**src/uart_amr_pkg.sv**
```systemverilog
// Notes on behaviour
// - Address matching works only while multiproc_enable is set.
// - With matching on, rx_done_flag rises only for frames addressed here.
// - Mode 1 matching uses the stop bit; accept needs a match and valid stop.
// - multiproc_enable has no effect in mode 0; keep it cleared there.
// - Given address compares only bits whose mask bit is one.
// - Broadcast address is own OR mask; its zero bits are don't care.
// - A frame is accepted on a given or a broadcast match.
// - Own address and mask reset to zero, so every address is accepted.
// - Tx and rx clock sources chosen apart: generator, else timer 2, else timer 1.
// - Generator baud timing follows reload value, speed select and doubler.
// - Generator rate is 2^doubler*fclk / (2*6^(1-speed)*16*(256-reload)).
// - A baud_ctrl bit lets the generator clock mode 0.
// - Control bit 7 is framing_error or mode_sel_hi; only software clears the error.
// - Modes: 0 shift /6, 1 8-bit variable, 2 9-bit /32 or /16, 3 9-bit variable.
// - Reception only while the receive-allow bit is set.
// - Modes 2 and 3 send tx_ninth_bit as the ninth data bit.
// - rx_ninth_bit takes ninth bit in modes 2/3, stop bit in mode 1; rb8_q loads rx_evt.bit9 in mode 1 too, not stop_ok.
// - tx_done_flag set after eighth bit in mode 0, at stop start otherwise.
// - Mode 0 sets rx_done_flag after eighth bit; software clears it.
package uart_amr_pkg;
  localparam int ADDR_W_MIN = 10;
  localparam logic [7:0] IDX_SERIAL_CONTROL = 8'h98;
  localparam logic [7:0] IDX_ADDRESS_MASK = 8'hb9;
  localparam logic [7:0] IDX_OWN_ADDRESS = 8'ha9;
  localparam logic [7:0] IDX_BRG_RELOAD = 8'h9a;
  localparam logic [7:0] IDX_BAUD_CTRL = 8'h9b;
  localparam logic [7:0] IDX_TIMER2_CTRL = 8'hc8;
  localparam logic [7:0] IDX_POWER_CTRL = 8'h87;
  localparam logic [7:0] SC_RESET = 8'h00;
  localparam logic [7:0] OWN_RESET = 8'h00;
  localparam logic [7:0] MASK_RESET = 8'h00;
  localparam logic [7:0] BRL_RESET = 8'h00;
  localparam logic [4:0] BC_RESET = 5'h00;
  localparam int SC_BIT7 = 7;
  localparam int SC_MODE_LO = 6;
  localparam int SC_MP = 5;
  localparam int SC_REN = 4;
  localparam int SC_TB8 = 3;
  localparam int SC_RB8 = 2;
  localparam int SC_TI = 1;
  localparam int SC_RI = 0;
  localparam int PC_DOUBLER = 7;
  localparam int PC_EBA = 6;
  localparam int T2_RCLK = 5;
  localparam int T2_TX_TIMER2_SELECT = 4;
  localparam int BC_RUN = 4;
  localparam int BC_TXGEN = 3;
  localparam int BC_RXGEN = 2;
  localparam int BC_SPD = 1;
  localparam int BC_M0SRC = 0;
  localparam logic [2:0] DIV6_LAST = 3'h5;
  localparam logic [3:0] OVS_LAST = 4'hf;
  localparam logic [7:0] CNT_TOP = 8'hff;
  localparam logic [1:0] RESP_OKAY = 2'h0;
  localparam logic [1:0] RESP_SLVERR = 2'h2;
  typedef enum logic [1:0] {
    MODE_SHIFT = 2'h0,
    MODE_UART8 = 2'h1,
    MODE_UART9_FIXED = 2'h2,
    MODE_UART9_VAR = 2'h3
  } mode_e;
  typedef struct packed {
    logic [7:0] data;
    logic bit9;
    logic stop_ok;
  } rx_evt_s;
endpackage
```
**src/uart_addr_match_baud_select.sv**
```systemverilog
// Our own choice: the AXI4-Lite register port.
`timescale 1ns/1ns
module uart_addr_match_baud_select #(
  parameter int ADDR_W = 12
) (
  // Clock and reset
  input wire logic aclk,
  input wire logic aresetn,
  // AXI4-Lite write
  input wire logic [ADDR_W-1:0] awaddr,
  input wire logic awvalid,
  output logic awready,
  input wire logic [31:0] wdata,
  input wire logic [3:0] wstrb,
  input wire logic wvalid,
  output logic wready,
  output logic [1:0] bresp,
  output logic bvalid,
  input wire logic bready,
  // AXI4-Lite read
  input wire logic [ADDR_W-1:0] araddr,
  input wire logic arvalid,
  output logic arready,
  output logic [31:0] rdata,
  output logic [1:0] rresp,
  output logic rvalid,
  input wire logic rready,
  // Timer overflow pulses
  input wire logic timer1_ovf,
  input wire logic timer2_ovf,
  // Receive shifter events
  input wire uart_amr_pkg::rx_evt_s rx_evt,
  input wire logic rx_evt_valid,
  input wire logic rx_m0_done,
  // Transmit shifter events
  input wire logic tx_m0_done,
  input wire logic tx_stop_begin,
  // Status and control to the shifters
  output logic rx_done_flag,
  output logic tx_done_flag,
  output logic framing_error,
  output logic rx_enable,
  output uart_amr_pkg::mode_e mode,
  output logic tx_ninth_bit,
  output logic rx_load,
  output logic tx_bit_tick,
  output logic rx_os_tick
);
  if (ADDR_W < uart_amr_pkg::ADDR_W_MIN)
  begin : g_addr_w_check
    $error("ADDR_W too narrow for the register map");
  end

  function automatic logic at(input logic [ADDR_W-1:0] a, input logic [7:0] idx);
    return a == ADDR_W'({idx, 2'b00});
  endfunction

  function automatic logic mapped(input logic [ADDR_W-1:0] a);
    return at(a, uart_amr_pkg::IDX_SERIAL_CONTROL) | at(a, uart_amr_pkg::IDX_ADDRESS_MASK)
      | at(a, uart_amr_pkg::IDX_OWN_ADDRESS) | at(a, uart_amr_pkg::IDX_BRG_RELOAD)
      | at(a, uart_amr_pkg::IDX_BAUD_CTRL) | at(a, uart_amr_pkg::IDX_TIMER2_CTRL)
      | at(a, uart_amr_pkg::IDX_POWER_CTRL);
  endfunction

  // Bus state
  logic awready_q, wready_q, bvalid_q, arready_q, rvalid_q;
  logic [1:0] bresp_q, rresp_q;
  logic [31:0] rdata_q, wdata_q;
  logic [3:0] wstrb_q;
  logic [ADDR_W-1:0] awaddr_q;
  // Register state
  logic mode_hi_q, mode_lo_q, mp_q, ren_q, tb8_q, rb8_q, ti_q, ri_q, fe_q;
  logic [7:0] own_q, mask_q, brl_q;
  logic [4:0] bc_q;
  logic tx_timer2_select_q, rclk_q, doubler_q, eba_q;
  // Baud state
  logic [2:0] div6_q;
  logic [7:0] gen_cnt_q;
  logic halfg_q, half1_q, half_clk_q;
  logic [3:0] tx_div_q;
  logic tx_bit_tick_q, rx_os_tick_q, rx_load_q;

  // Write path
  logic do_write, wr_lane0, sc_wr, own_wr, mask_wr, brl_wr, bc_wr, t2_wr, pc_wr;
  logic [7:0] wd;
  assign do_write = !awready_q && !wready_q && !bvalid_q;
  assign wr_lane0 = do_write && wstrb_q[0];
  assign wd = wdata_q[7:0];
  assign sc_wr = wr_lane0 && at(awaddr_q, uart_amr_pkg::IDX_SERIAL_CONTROL);
  assign own_wr = wr_lane0 && at(awaddr_q, uart_amr_pkg::IDX_OWN_ADDRESS);
  assign mask_wr = wr_lane0 && at(awaddr_q, uart_amr_pkg::IDX_ADDRESS_MASK);
  assign brl_wr = wr_lane0 && at(awaddr_q, uart_amr_pkg::IDX_BRG_RELOAD);
  assign bc_wr = wr_lane0 && at(awaddr_q, uart_amr_pkg::IDX_BAUD_CTRL);
  assign t2_wr = wr_lane0 && at(awaddr_q, uart_amr_pkg::IDX_TIMER2_CTRL);
  assign pc_wr = wr_lane0 && at(awaddr_q, uart_amr_pkg::IDX_POWER_CTRL);

  // Receive address filter
  uart_amr_pkg::mode_e mode_w;
  logic mp_eff, frame_in, given_hit, bcast_hit, addr_hit, rx_accept, ri_set, ti_set, fe_set;
  logic [7:0] bcast;
  assign mode_w = uart_amr_pkg::mode_e'({mode_hi_q, mode_lo_q});
  assign mp_eff = mp_q && (mode_w != uart_amr_pkg::MODE_SHIFT);
  assign frame_in = rx_evt_valid && ren_q && (mode_w != uart_amr_pkg::MODE_SHIFT);
  assign given_hit = ((rx_evt.data ^ own_q) & mask_q) == 8'h00;
  assign bcast = own_q | mask_q;
  assign bcast_hit = (~rx_evt.data & bcast) == 8'h00;
  assign addr_hit = given_hit || bcast_hit;
  assign rx_accept = frame_in && (!mp_eff
    || (mode_w == uart_amr_pkg::MODE_UART8 ? addr_hit && rx_evt.stop_ok
    : addr_hit && rx_evt.bit9));
  assign ri_set = rx_accept || (rx_m0_done && ren_q && mode_w == uart_amr_pkg::MODE_SHIFT);
  assign ti_set = (mode_w == uart_amr_pkg::MODE_SHIFT) ? tx_m0_done : tx_stop_begin;
  assign fe_set = frame_in && eba_q && !rx_evt.stop_ok;

  // Next values; hardware sets win over a software clear
  logic mode_hi_d, fe_d, rb8_d, ti_d, ri_d;
  assign mode_hi_d = (sc_wr && !eba_q) ? wd[uart_amr_pkg::SC_BIT7] : mode_hi_q;
  assign fe_d = fe_set || ((sc_wr && eba_q) ? wd[uart_amr_pkg::SC_BIT7] : fe_q);
  assign rb8_d = rx_accept ? rx_evt.bit9 : (sc_wr ? wd[uart_amr_pkg::SC_RB8] : rb8_q);
  assign ti_d = ti_set || (sc_wr ? wd[uart_amr_pkg::SC_TI] : ti_q);
  assign ri_d = ri_set || (sc_wr ? wd[uart_amr_pkg::SC_RI] : ri_q);

  // Read path
  logic [7:0] sc_rd, rd_byte;
  assign sc_rd = {eba_q ? fe_q : mode_hi_q, mode_lo_q, mp_q, ren_q, tb8_q, rb8_q, ti_q, ri_q};
  assign rd_byte = at(araddr, uart_amr_pkg::IDX_SERIAL_CONTROL) ? sc_rd
    : at(araddr, uart_amr_pkg::IDX_ADDRESS_MASK) ? mask_q
    : at(araddr, uart_amr_pkg::IDX_OWN_ADDRESS) ? own_q
    : at(araddr, uart_amr_pkg::IDX_BRG_RELOAD) ? brl_q
    : at(araddr, uart_amr_pkg::IDX_BAUD_CTRL) ? {3'h0, bc_q}
    : at(araddr, uart_amr_pkg::IDX_TIMER2_CTRL) ? {2'h0, rclk_q, tx_timer2_select_q, 4'h0}
    : at(araddr, uart_amr_pkg::IDX_POWER_CTRL) ? {doubler_q, eba_q, 6'h00}
    : 8'h00;

  // Baud generation
  logic pre6, gen_tick, gen_run, gen_ovf, gen16, t1_16, m2_16, m0_bit, tx16, rx16;
  logic [7:0] gen_cnt_d;
  assign pre6 = div6_q == uart_amr_pkg::DIV6_LAST;
  assign gen_run = bc_q[uart_amr_pkg::BC_RUN];
  assign gen_tick = bc_q[uart_amr_pkg::BC_SPD] || pre6;
  assign gen_ovf = gen_run && gen_tick && gen_cnt_q == uart_amr_pkg::CNT_TOP;
  assign gen_cnt_d = !gen_run ? brl_q
    : !gen_tick ? gen_cnt_q
    : gen_ovf ? brl_q
    : gen_cnt_q + 8'h01;
  assign gen16 = gen_ovf && (doubler_q || halfg_q);
  assign t1_16 = timer1_ovf && (doubler_q || half1_q);
  assign m2_16 = doubler_q || half_clk_q;
  assign m0_bit = bc_q[uart_amr_pkg::BC_M0SRC] ? gen_ovf : pre6;
  assign tx16 = (mode_w == uart_amr_pkg::MODE_UART9_FIXED) ? m2_16
    : bc_q[uart_amr_pkg::BC_TXGEN] ? gen16
    : tx_timer2_select_q ? timer2_ovf : t1_16;
  assign rx16 = (mode_w == uart_amr_pkg::MODE_UART9_FIXED) ? m2_16
    : bc_q[uart_amr_pkg::BC_RXGEN] ? gen16
    : rclk_q ? timer2_ovf : t1_16;

  always_ff @(posedge aclk)
  begin
    if (!aresetn)
    begin
      div6_q <= 3'h0;
      gen_cnt_q <= uart_amr_pkg::BRL_RESET;
      halfg_q <= 1'b0;
      half1_q <= 1'b0;
      half_clk_q <= 1'b0;
      tx_div_q <= 4'h0;
      tx_bit_tick_q <= 1'b0;
      rx_os_tick_q <= 1'b0;
    end
    else
    begin
      div6_q <= pre6 ? 3'h0 : div6_q + 3'h1;
      gen_cnt_q <= gen_cnt_d;
      halfg_q <= halfg_q ^ gen_ovf;
      half1_q <= half1_q ^ timer1_ovf;
      half_clk_q <= !half_clk_q;
      tx_div_q <= tx_div_q + {3'h0, tx16};
      tx_bit_tick_q <= (mode_w == uart_amr_pkg::MODE_SHIFT) ? m0_bit
        : tx16 && tx_div_q == uart_amr_pkg::OVS_LAST;
      rx_os_tick_q <= (mode_w == uart_amr_pkg::MODE_SHIFT) ? m0_bit : rx16;
    end
  end

  // Register file
  always_ff @(posedge aclk)
  begin
    if (!aresetn)
    begin
      {mode_hi_q, mode_lo_q, mp_q, ren_q, tb8_q, rb8_q, ti_q, ri_q} <= uart_amr_pkg::SC_RESET;
      fe_q <= 1'b0;
      own_q <= uart_amr_pkg::OWN_RESET;
      mask_q <= uart_amr_pkg::MASK_RESET;
      brl_q <= uart_amr_pkg::BRL_RESET;
      bc_q <= uart_amr_pkg::BC_RESET;
      tx_timer2_select_q <= 1'b0;
      rclk_q <= 1'b0;
      doubler_q <= 1'b0;
      eba_q <= 1'b0;
      rx_load_q <= 1'b0;
    end
    else
    begin
      mode_hi_q <= mode_hi_d;
      fe_q <= fe_d;
      rb8_q <= rb8_d;
      ti_q <= ti_d;
      ri_q <= ri_d;
      rx_load_q <= ri_set;
      if (sc_wr)
      begin
        mode_lo_q <= wd[uart_amr_pkg::SC_MODE_LO];
        mp_q <= wd[uart_amr_pkg::SC_MP];
        ren_q <= wd[uart_amr_pkg::SC_REN];
        tb8_q <= wd[uart_amr_pkg::SC_TB8];
      end
      if (own_wr)
        own_q <= wd;
      if (mask_wr)
        mask_q <= wd;
      if (brl_wr)
        brl_q <= wd;
      if (bc_wr)
        bc_q <= wd[4:0];
      if (t2_wr)
      begin
        tx_timer2_select_q <= wd[uart_amr_pkg::T2_TX_TIMER2_SELECT];
        rclk_q <= wd[uart_amr_pkg::T2_RCLK];
      end
      if (pc_wr)
      begin
        doubler_q <= wd[uart_amr_pkg::PC_DOUBLER];
        eba_q <= wd[uart_amr_pkg::PC_EBA];
      end
    end
  end

  // AXI4-Lite slave, one write and one read at a time
  always_ff @(posedge aclk)
  begin
    if (!aresetn)
    begin
      awready_q <= 1'b1;
      wready_q <= 1'b1;
      bvalid_q <= 1'b0;
      bresp_q <= uart_amr_pkg::RESP_OKAY;
      awaddr_q <= '0;
      wdata_q <= 32'h0000_0000;
      wstrb_q <= 4'h0;
    end
    else
    begin
      if (awvalid && awready_q)
      begin
        awaddr_q <= awaddr;
        awready_q <= 1'b0;
      end
      else if (bvalid_q && bready)
        awready_q <= 1'b1;
      if (wvalid && wready_q)
      begin
        wdata_q <= wdata;
        wstrb_q <= wstrb;
        wready_q <= 1'b0;
      end
      else if (bvalid_q && bready)
        wready_q <= 1'b1;
      if (do_write)
      begin
        bvalid_q <= 1'b1;
        bresp_q <= mapped(awaddr_q) ? uart_amr_pkg::RESP_OKAY : uart_amr_pkg::RESP_SLVERR;
      end
      else if (bready)
        bvalid_q <= 1'b0;
    end
  end

  always_ff @(posedge aclk)
  begin
    if (!aresetn)
    begin
      arready_q <= 1'b1;
      rvalid_q <= 1'b0;
      rdata_q <= 32'h0000_0000;
      rresp_q <= uart_amr_pkg::RESP_OKAY;
    end
    else if (arvalid && arready_q)
    begin
      arready_q <= 1'b0;
      rvalid_q <= 1'b1;
      rdata_q <= {24'h00_0000, rd_byte};
      rresp_q <= mapped(araddr) ? uart_amr_pkg::RESP_OKAY : uart_amr_pkg::RESP_SLVERR;
    end
    else if (rvalid_q && rready)
    begin
      rvalid_q <= 1'b0;
      arready_q <= 1'b1;
    end
  end

  assign awready = awready_q;
  assign wready = wready_q;
  assign bvalid = bvalid_q;
  assign bresp = bresp_q;
  assign arready = arready_q;
  assign rvalid = rvalid_q;
  assign rdata = rdata_q;
  assign rresp = rresp_q;
  assign rx_done_flag = ri_q;
  assign tx_done_flag = ti_q;
  assign framing_error = fe_q;
  assign rx_enable = ren_q;
  assign mode = uart_amr_pkg::mode_e'({mode_hi_q, mode_lo_q});
  assign tx_ninth_bit = tb8_q;
  assign rx_load = rx_load_q;
  assign tx_bit_tick = tx_bit_tick_q;
  assign rx_os_tick = rx_os_tick_q;
endmodule

```
**config.mk**
```make
export PLATFORM = sky130hd
export DESIGN_NAME = uart_addr_match_baud_select
export DESIGN_NICKNAME = d
export VERILOG_FILES = /design/src/uart_amr_pkg.sv /design/src/uart_addr_match_baud_select.sv
export SDC_FILE = /design/constraint.sdc
export NUM_CORES = 1
export LEC_CHECK = 0
export BUFFER_PORTS_ARGS = -buffer_cell sky130_fd_sc_hd__clkbuf_2
export CORE_MARGIN = 2
export CORE_UTILIZATION = 40
export CTS_BUF_LIST = sky130_fd_sc_hd__clkbuf_4 sky130_fd_sc_hd__clkbuf_8
export CTS_CLUSTER_SIZE = 10
export DETAILED_ROUTE_END_ITERATION = 12
export GPL_TIMING_DRIVEN = 1
export HOLD_SLACK_MARGIN = 0.12
export PLACE_DENSITY = 0.67
export SETUP_SLACK_MARGIN = 0.1
export SYNTH_ARGS = -nofsm -noshare
export SYNTH_HDL_FRONTEND = slang
export SYNTH_SLANG_ARGS = --single-unit
```
**constraint.sdc**
```tcl
create_clock -name aclk -period 4.5 [get_ports aclk]
set_input_delay 0.9 -clock aclk [delete_from_list [all_inputs] [get_ports aclk]]
set_output_delay 0.9 -clock aclk [all_outputs]
set_load 0.01 [all_outputs]
```
# Word-level counts from Yosys, hierarchy flattened

Cells that the tools add are included.
Widths: inputs -> output; s select.

Add/subtract/negate cells: 3
Equality and inequality tests: 20
Muxes and demuxes: 38
Bitwise gates (word level): 20
Reductions and logical operators: 59

Operators by type and width:

| kind                 | number |
|---|---|
| $eq 12x10->1 const B | 14 |
| $mux 8               | 10 |
| $logic_and 1x1->1    | 32 |
| $mux 1               | 26 |
| $and 8x8->8          | 2 |
| $logic_not 8->1      | 2 |
| $or 1x1->1           | 12 |
| $reduce_bool 2->1    | 6 |
| $logic_or 1x1->1     | 10 |
| $add 8x1->8 const B  | 1 |
| $eq 8x8->1 const B   | 1 |
| $not 8->8            | 1 |
| $or 8x8->8           | 1 |
| $xor 8x8->8          | 1 |
| $logic_not 1->1      | 7 |
| $add 4x1->4          | 1 |
| $eq 4x4->1 const B   | 1 |
| $mux 2               | 2 |
| $add 3x1->3 const B  | 1 |
| $eq 3x3->1 const B   | 1 |
| $eq 2x1->1 const B   | 1 |
| $eq 2x2->1 const B   | 1 |
| $logic_not 2->1      | 1 |
| $ne 2x1->1 const B   | 1 |
| 3 further kinds      | 4 |

Bits in registers: 101
Bits of input ports: 83
Output and inout bits: 51
Logic and storage cells: 177

# Longest topological paths before layout

Depth in word-level cells: 10
Depth in mapped cells: 11
Depth with buffers taken out: 11

# Worst setup path before layout

Ideal clock, no wire load.

Path kind: input-to-reg
Start point: input araddr[8]
End point: register rdata_q[7] (netlist: rdata[7])
Library setup time: 60 ps
Arrival: 2616 ps
Required time: 4440 ps
Path slack: 1824 ps
Stages on the path: 7
Buffers on the path: 2
Cells stage by stage: or4b_1 buf_6 or3_4 or2_1 buf_6 o211ai_2 o221a_1

Cells in the longest elaborated chain, start to end: 8
Elaborated cells on any way between the ends: 14
Those cells by class: eq/ne: 7; mux: 7

Ends and longest elaborated chain:

| what                   | RTL line                           | RTL |
|---|---|---|
| start: declaration     | uart_addr_match_baud_select.sv:21  | `input wire logic [ADDR_W-1:0] araddr,` |
| $eq 12x10->1           | uart_addr_match_baud_select.sv:55  | `return a == ADDR_W'({idx, 2'b00});` |
| $mux 8                 | uart_addr_match_baud_select.sv:132 | `: at(araddr, uart_amr_pkg::IDX_POWER_CTRL) ? {doubler_q, eba_q, 6'h00}` |
| $mux 8                 | uart_addr_match_baud_select.sv:131 | `: at(araddr, uart_amr_pkg::IDX_TIMER2_CTRL) ? {2'h0, rclk_q, tx_timer2_select_q, 4'h0}` |
| $mux 8                 | uart_addr_match_baud_select.sv:130 | `: at(araddr, uart_amr_pkg::IDX_BAUD_CTRL) ? {3'h0, bc_q}` |
| $mux 8                 | uart_addr_match_baud_select.sv:129 | `: at(araddr, uart_amr_pkg::IDX_BRG_RELOAD) ? brl_q` |
| $mux 8                 | uart_addr_match_baud_select.sv:128 | `: at(araddr, uart_amr_pkg::IDX_OWN_ADDRESS) ? own_q` |
| $mux 8                 | uart_addr_match_baud_select.sv:127 | `: at(araddr, uart_amr_pkg::IDX_ADDRESS_MASK) ? mask_q` |
| $mux 8 *               | uart_addr_match_baud_select.sv:126 | `assign rd_byte = at(araddr, uart_amr_pkg::IDX_SERIAL_CONTROL) ? sc_rd` |
| end signal: assignment | uart_addr_match_baud_select.sv:290 | `rdata_q <= {24'h00_0000, rd_byte};` |
| end: declaration       | uart_addr_match_baud_select.sv:68  | `logic [31:0] rdata_q, wdata_q;` |

Every way passes the cells marked *; elsewhere a longest branch is shown, timed or not.
A chain may end at the register's enable or synchronous reset.

# Worst setup path in the final report

Start point: input araddr[8]
End point: register rdata_q[0] (netlist: rdata[0])

Cells in the longest elaborated chain, start to end: 7
Elaborated cells on any way between the ends: 12
Those cells by class: eq/ne: 6; mux: 6

Ends and longest elaborated chain:

| what         | RTL line |
|---|---|
| $eq 12x10->1 | uart_addr_match_baud_select.sv:55 |
| $mux 8       | uart_addr_match_baud_select.sv:131 |
| $mux 8       | uart_addr_match_baud_select.sv:130 |
| $mux 8       | uart_addr_match_baud_select.sv:129 |
| $mux 8       | uart_addr_match_baud_select.sv:128 |
| $mux 8       | uart_addr_match_baud_select.sv:127 |
| $mux 8 *     | uart_addr_match_baud_select.sv:126 |

Marked as above.

==> summary.md <==
| Metric | Value |
|---|---|
| Outcome | `completed` |
| Post-route cell area | `0.00566 mm^2` |
| Setup TNS | `0 ps` |
| Initial core utilization | `roughly two fifths` |
| IO buf count | `80` |
| Max cap viols | `0` |
| 1st-pass router iterations | `4` |
| Antenna violations before repair | `0` |
| Max-slew violation count | `0` |
| DRT Wirelength | `approximately 13,000 um` |
| HPWL after detailed placement | `approximately 9700 um` |
| Commonest non-fill, non-tap cells in the layout | `99 x dfxtp_1, 84 x nand2_1, 80 x clkbuf_2` |
| Gr ovfl total | `0` |
| Pre-CTS WS | `about 1400 ps` |
| Unique masters post-synth | `59` |
| Setup slack, reg-to-reg | `1850 ps` |
| Slew @ Worst Pin | `about 1200 ps` |
| Cell family with most CP delay | `simple AND/OR/NAND/NOR gates` |
| Critical-path maximum fanout | `8` |
| Maximum root-to-sink buffer count | `2` |
| EDFF count, synth | `0` |
| First-pass GRT wire length | `slightly above 20,000 um` |
| Layout cells sized above 1 | `18.5%` |
| Critical Path End Type | `flop` |
| Post-Synthesis Cells | `a little under 600` |
| Die X | `116 um` |
| Area Overhead vs Synth | `12.7%` |
| Via Count | `4,336` |
| Post-DP Area | `0.00543 mm^2` |
| CP max stage cell | `nor4_2` |
| Rel. slew slack | `22.3%` |
| Fmax achieved | `~370 MHz` |
| Vias per cell | `5.21` |
| Total track usage | `between 10% and 20%` |
| CTS Root Cell | `clkbuf_8` |
| Post-route DRC violation count | `0` |
| Post-synthesis sequential element count | `99` |
| Drt wl/cell | `15.5 um` |
| Clk slew on worst S/H paths | `90 ps` |
| Post-synthesis sequential area ratio | `between 30 and 40%` |
| CTS tree | `yes` |
| Synthesized area | `~0.0050 mm^2` |
| Number of CTS-inserted buffers | `9` |
| Final setup fails | `0` |
| Req. time, crit path | `between 4000 and 5000 ps` |
| Largest net degree at the start of global routing | `between 40 and 50` |
| Vias in the first global route | `4,027` |
| Detailed Route Iter0 Violations | `roughly 250` |
| Diodes inserted | `0` |
| Primary FF master, synth | `dfxtp_1` |
| Hold crit path type | `flop to flop` |
| Area leader, netlist | `dfxtp_1` |
| WP depth | `6` |
| Rows | `40` |
| Area contributors post-synth | `dfxtp_1 39%, mux2i_1 8.4%, nand2_1 6.3%, a21oi_1 5.4%, nor2_1 4.9%` |
| Syn_area_per_cell | `8.44 um^2` |
| Die area | `~0.013 mm^2` |
| WP buf/inv | `1` |
| Share of synthesized registers carrying an async set or reset | `0%` |
| I/O Pins | `around 130` |
| Most common cell after layout, fill and taps aside | `dfxtp_1` |
| Core Util, Final | `between 40% and 50%` |
| Antenna-violating nets left | `0` |
| Post-CTS Hold Buffers | `0` |
| Htree depth | `3` |
| Hold path cells | `1` |
| Tcrit/Tclk final | `between 60% and 70%` |
| Resize count post-CTS | `0` |
| Yosys top cell area share | `between 30 and 40%` |
| Clock Sinks | `between 90 and 100` |
| Clock skew | `approximately 22 ps` |
| Final WS setup | `approximately 1800 ps` |
| Final #Nets | `748` |
| Synth Warn # | `0` |
| Core area | `0.0121 mm^2` |
| Routability cong. | `a little over 0.9` |
| Clock Latency Late Sink | `390 ps` |
| FF-to-FF path depth | `10` |
| Post-CTS setup buffers | `0` |
| Setup CP Type | `input pin to flop` |
| Unrepaired setup endpoints after global routing | `false` |
| Leak | `around 2.3 nW` |
| Chip height | `between 100 and 150 um` |
| CP cell instances | `clkbuf_2 -> or4b_1 -> nor4_2 -> a221o_1 -> o211ai_1 -> a21oi_1` |
| Pwr per Cell Area | `305 mW/mm^2` |
| Tmin final | `roughly 2700 ps` |
| Startpoint Class | `input pin` |
| Final hold vios | `0` |
| Critical Path Max Stage Delay | `770 ps` |
| WP data arrival | `3010 ps` |
| IR drop worst, VDD | `approximately 0.21 mV` |
## cell type report
| cell class | count | area (um^2) |
|---|---|---|
| multi-input combinational | 456 | 2780 |
| clock inverter | 5 | 82.6 |
| timing repair buffer | 82 | 415 |
| fill | 1207 | 6450 |
| inverter | 12 | 45.0 |
| sequential | 99 | 1980 |
| clock buffer | 11 | 145 |
| tap | 168 | 210 |
## synthesized netlist by cell type, drive strengths merged, types with 5 or more instances
master / number
a22oi: 7
a21oi: 54
dfxtp: 99
a31oi: 7
o21ai: 23
buf: 30
clkbuf: 23
mux2i: 42
a221o: 5
or3: 6
nand3: 15
nor2: 66
nor3: 6
nor4: 11
nand2: 84
ha: 5
inv: 12
o211ai: 7
nand2b: 7
mux2: 10
and2: 9
xor2: 10
## registers in the layout (all words and copies together) (netlist names), 3 cells and up
register	count
awaddr_q	12
rdata	8
gen_cnt_q	8
own_q	8
mask_q	8
tx_div_q	4
wdata_q	8
bc_q	5
brl_q	8
div6_q	3
## per-stage QoR
| step | hold WS, ps | instances | total power, mW |
|---|---|---|---|
| global route | 473 | 833 | 1.81 |
| CTS | 447 | 833 | 1.75 |
| finish | 441 | 833 | 1.73 |
| global placement | 424 | 817 | 1.09 |
| floorplan | 410 | 620 | 1.05 |
| detailed placement | 432 | 817 | 1.09 |
## kinds of logic after synthesis
kind of cell,after synthesis,share of synthesized area [%]
compound gates,131,16.2
xor+xnor,12,2.09
fa+ha+maj,5,1.25
buf+inv,65,7.25
flops,99,39.5
mux,52,10.6
other cells,1,0.0746
simple gates,230,23.0
## worst paths after layout
check / start / to
setup / recovery: araddr[8] / rdata[0]
hold / removal: half_clk_q / half_clk_q
setup reg to reg: gen_cnt_q[0] / tx_div_q[2]
hold reg to reg: half_clk_q / half_clk_q
## where the power goes
group / switching [mW] / leakage (nW) / internal, mW / total, mW
combinational: 0.0912 / 1.34 / 0.0547 / 0.146
clock: 0.317 / 0.118 / 0.338 / 0.655
sequential: 0.0274 / 0.804 / 0.899 / 0.926
## per-layer routing
metal	up-vias	share of wire, %	track usage, %
met5	-	0	0
met4	0	1.6	7.22
met3	13	5.2	3.77
met2	119	46	32.8
met1	2018	47	25.5
li1	2186	-	-
(Power assumes the default switching activity.)
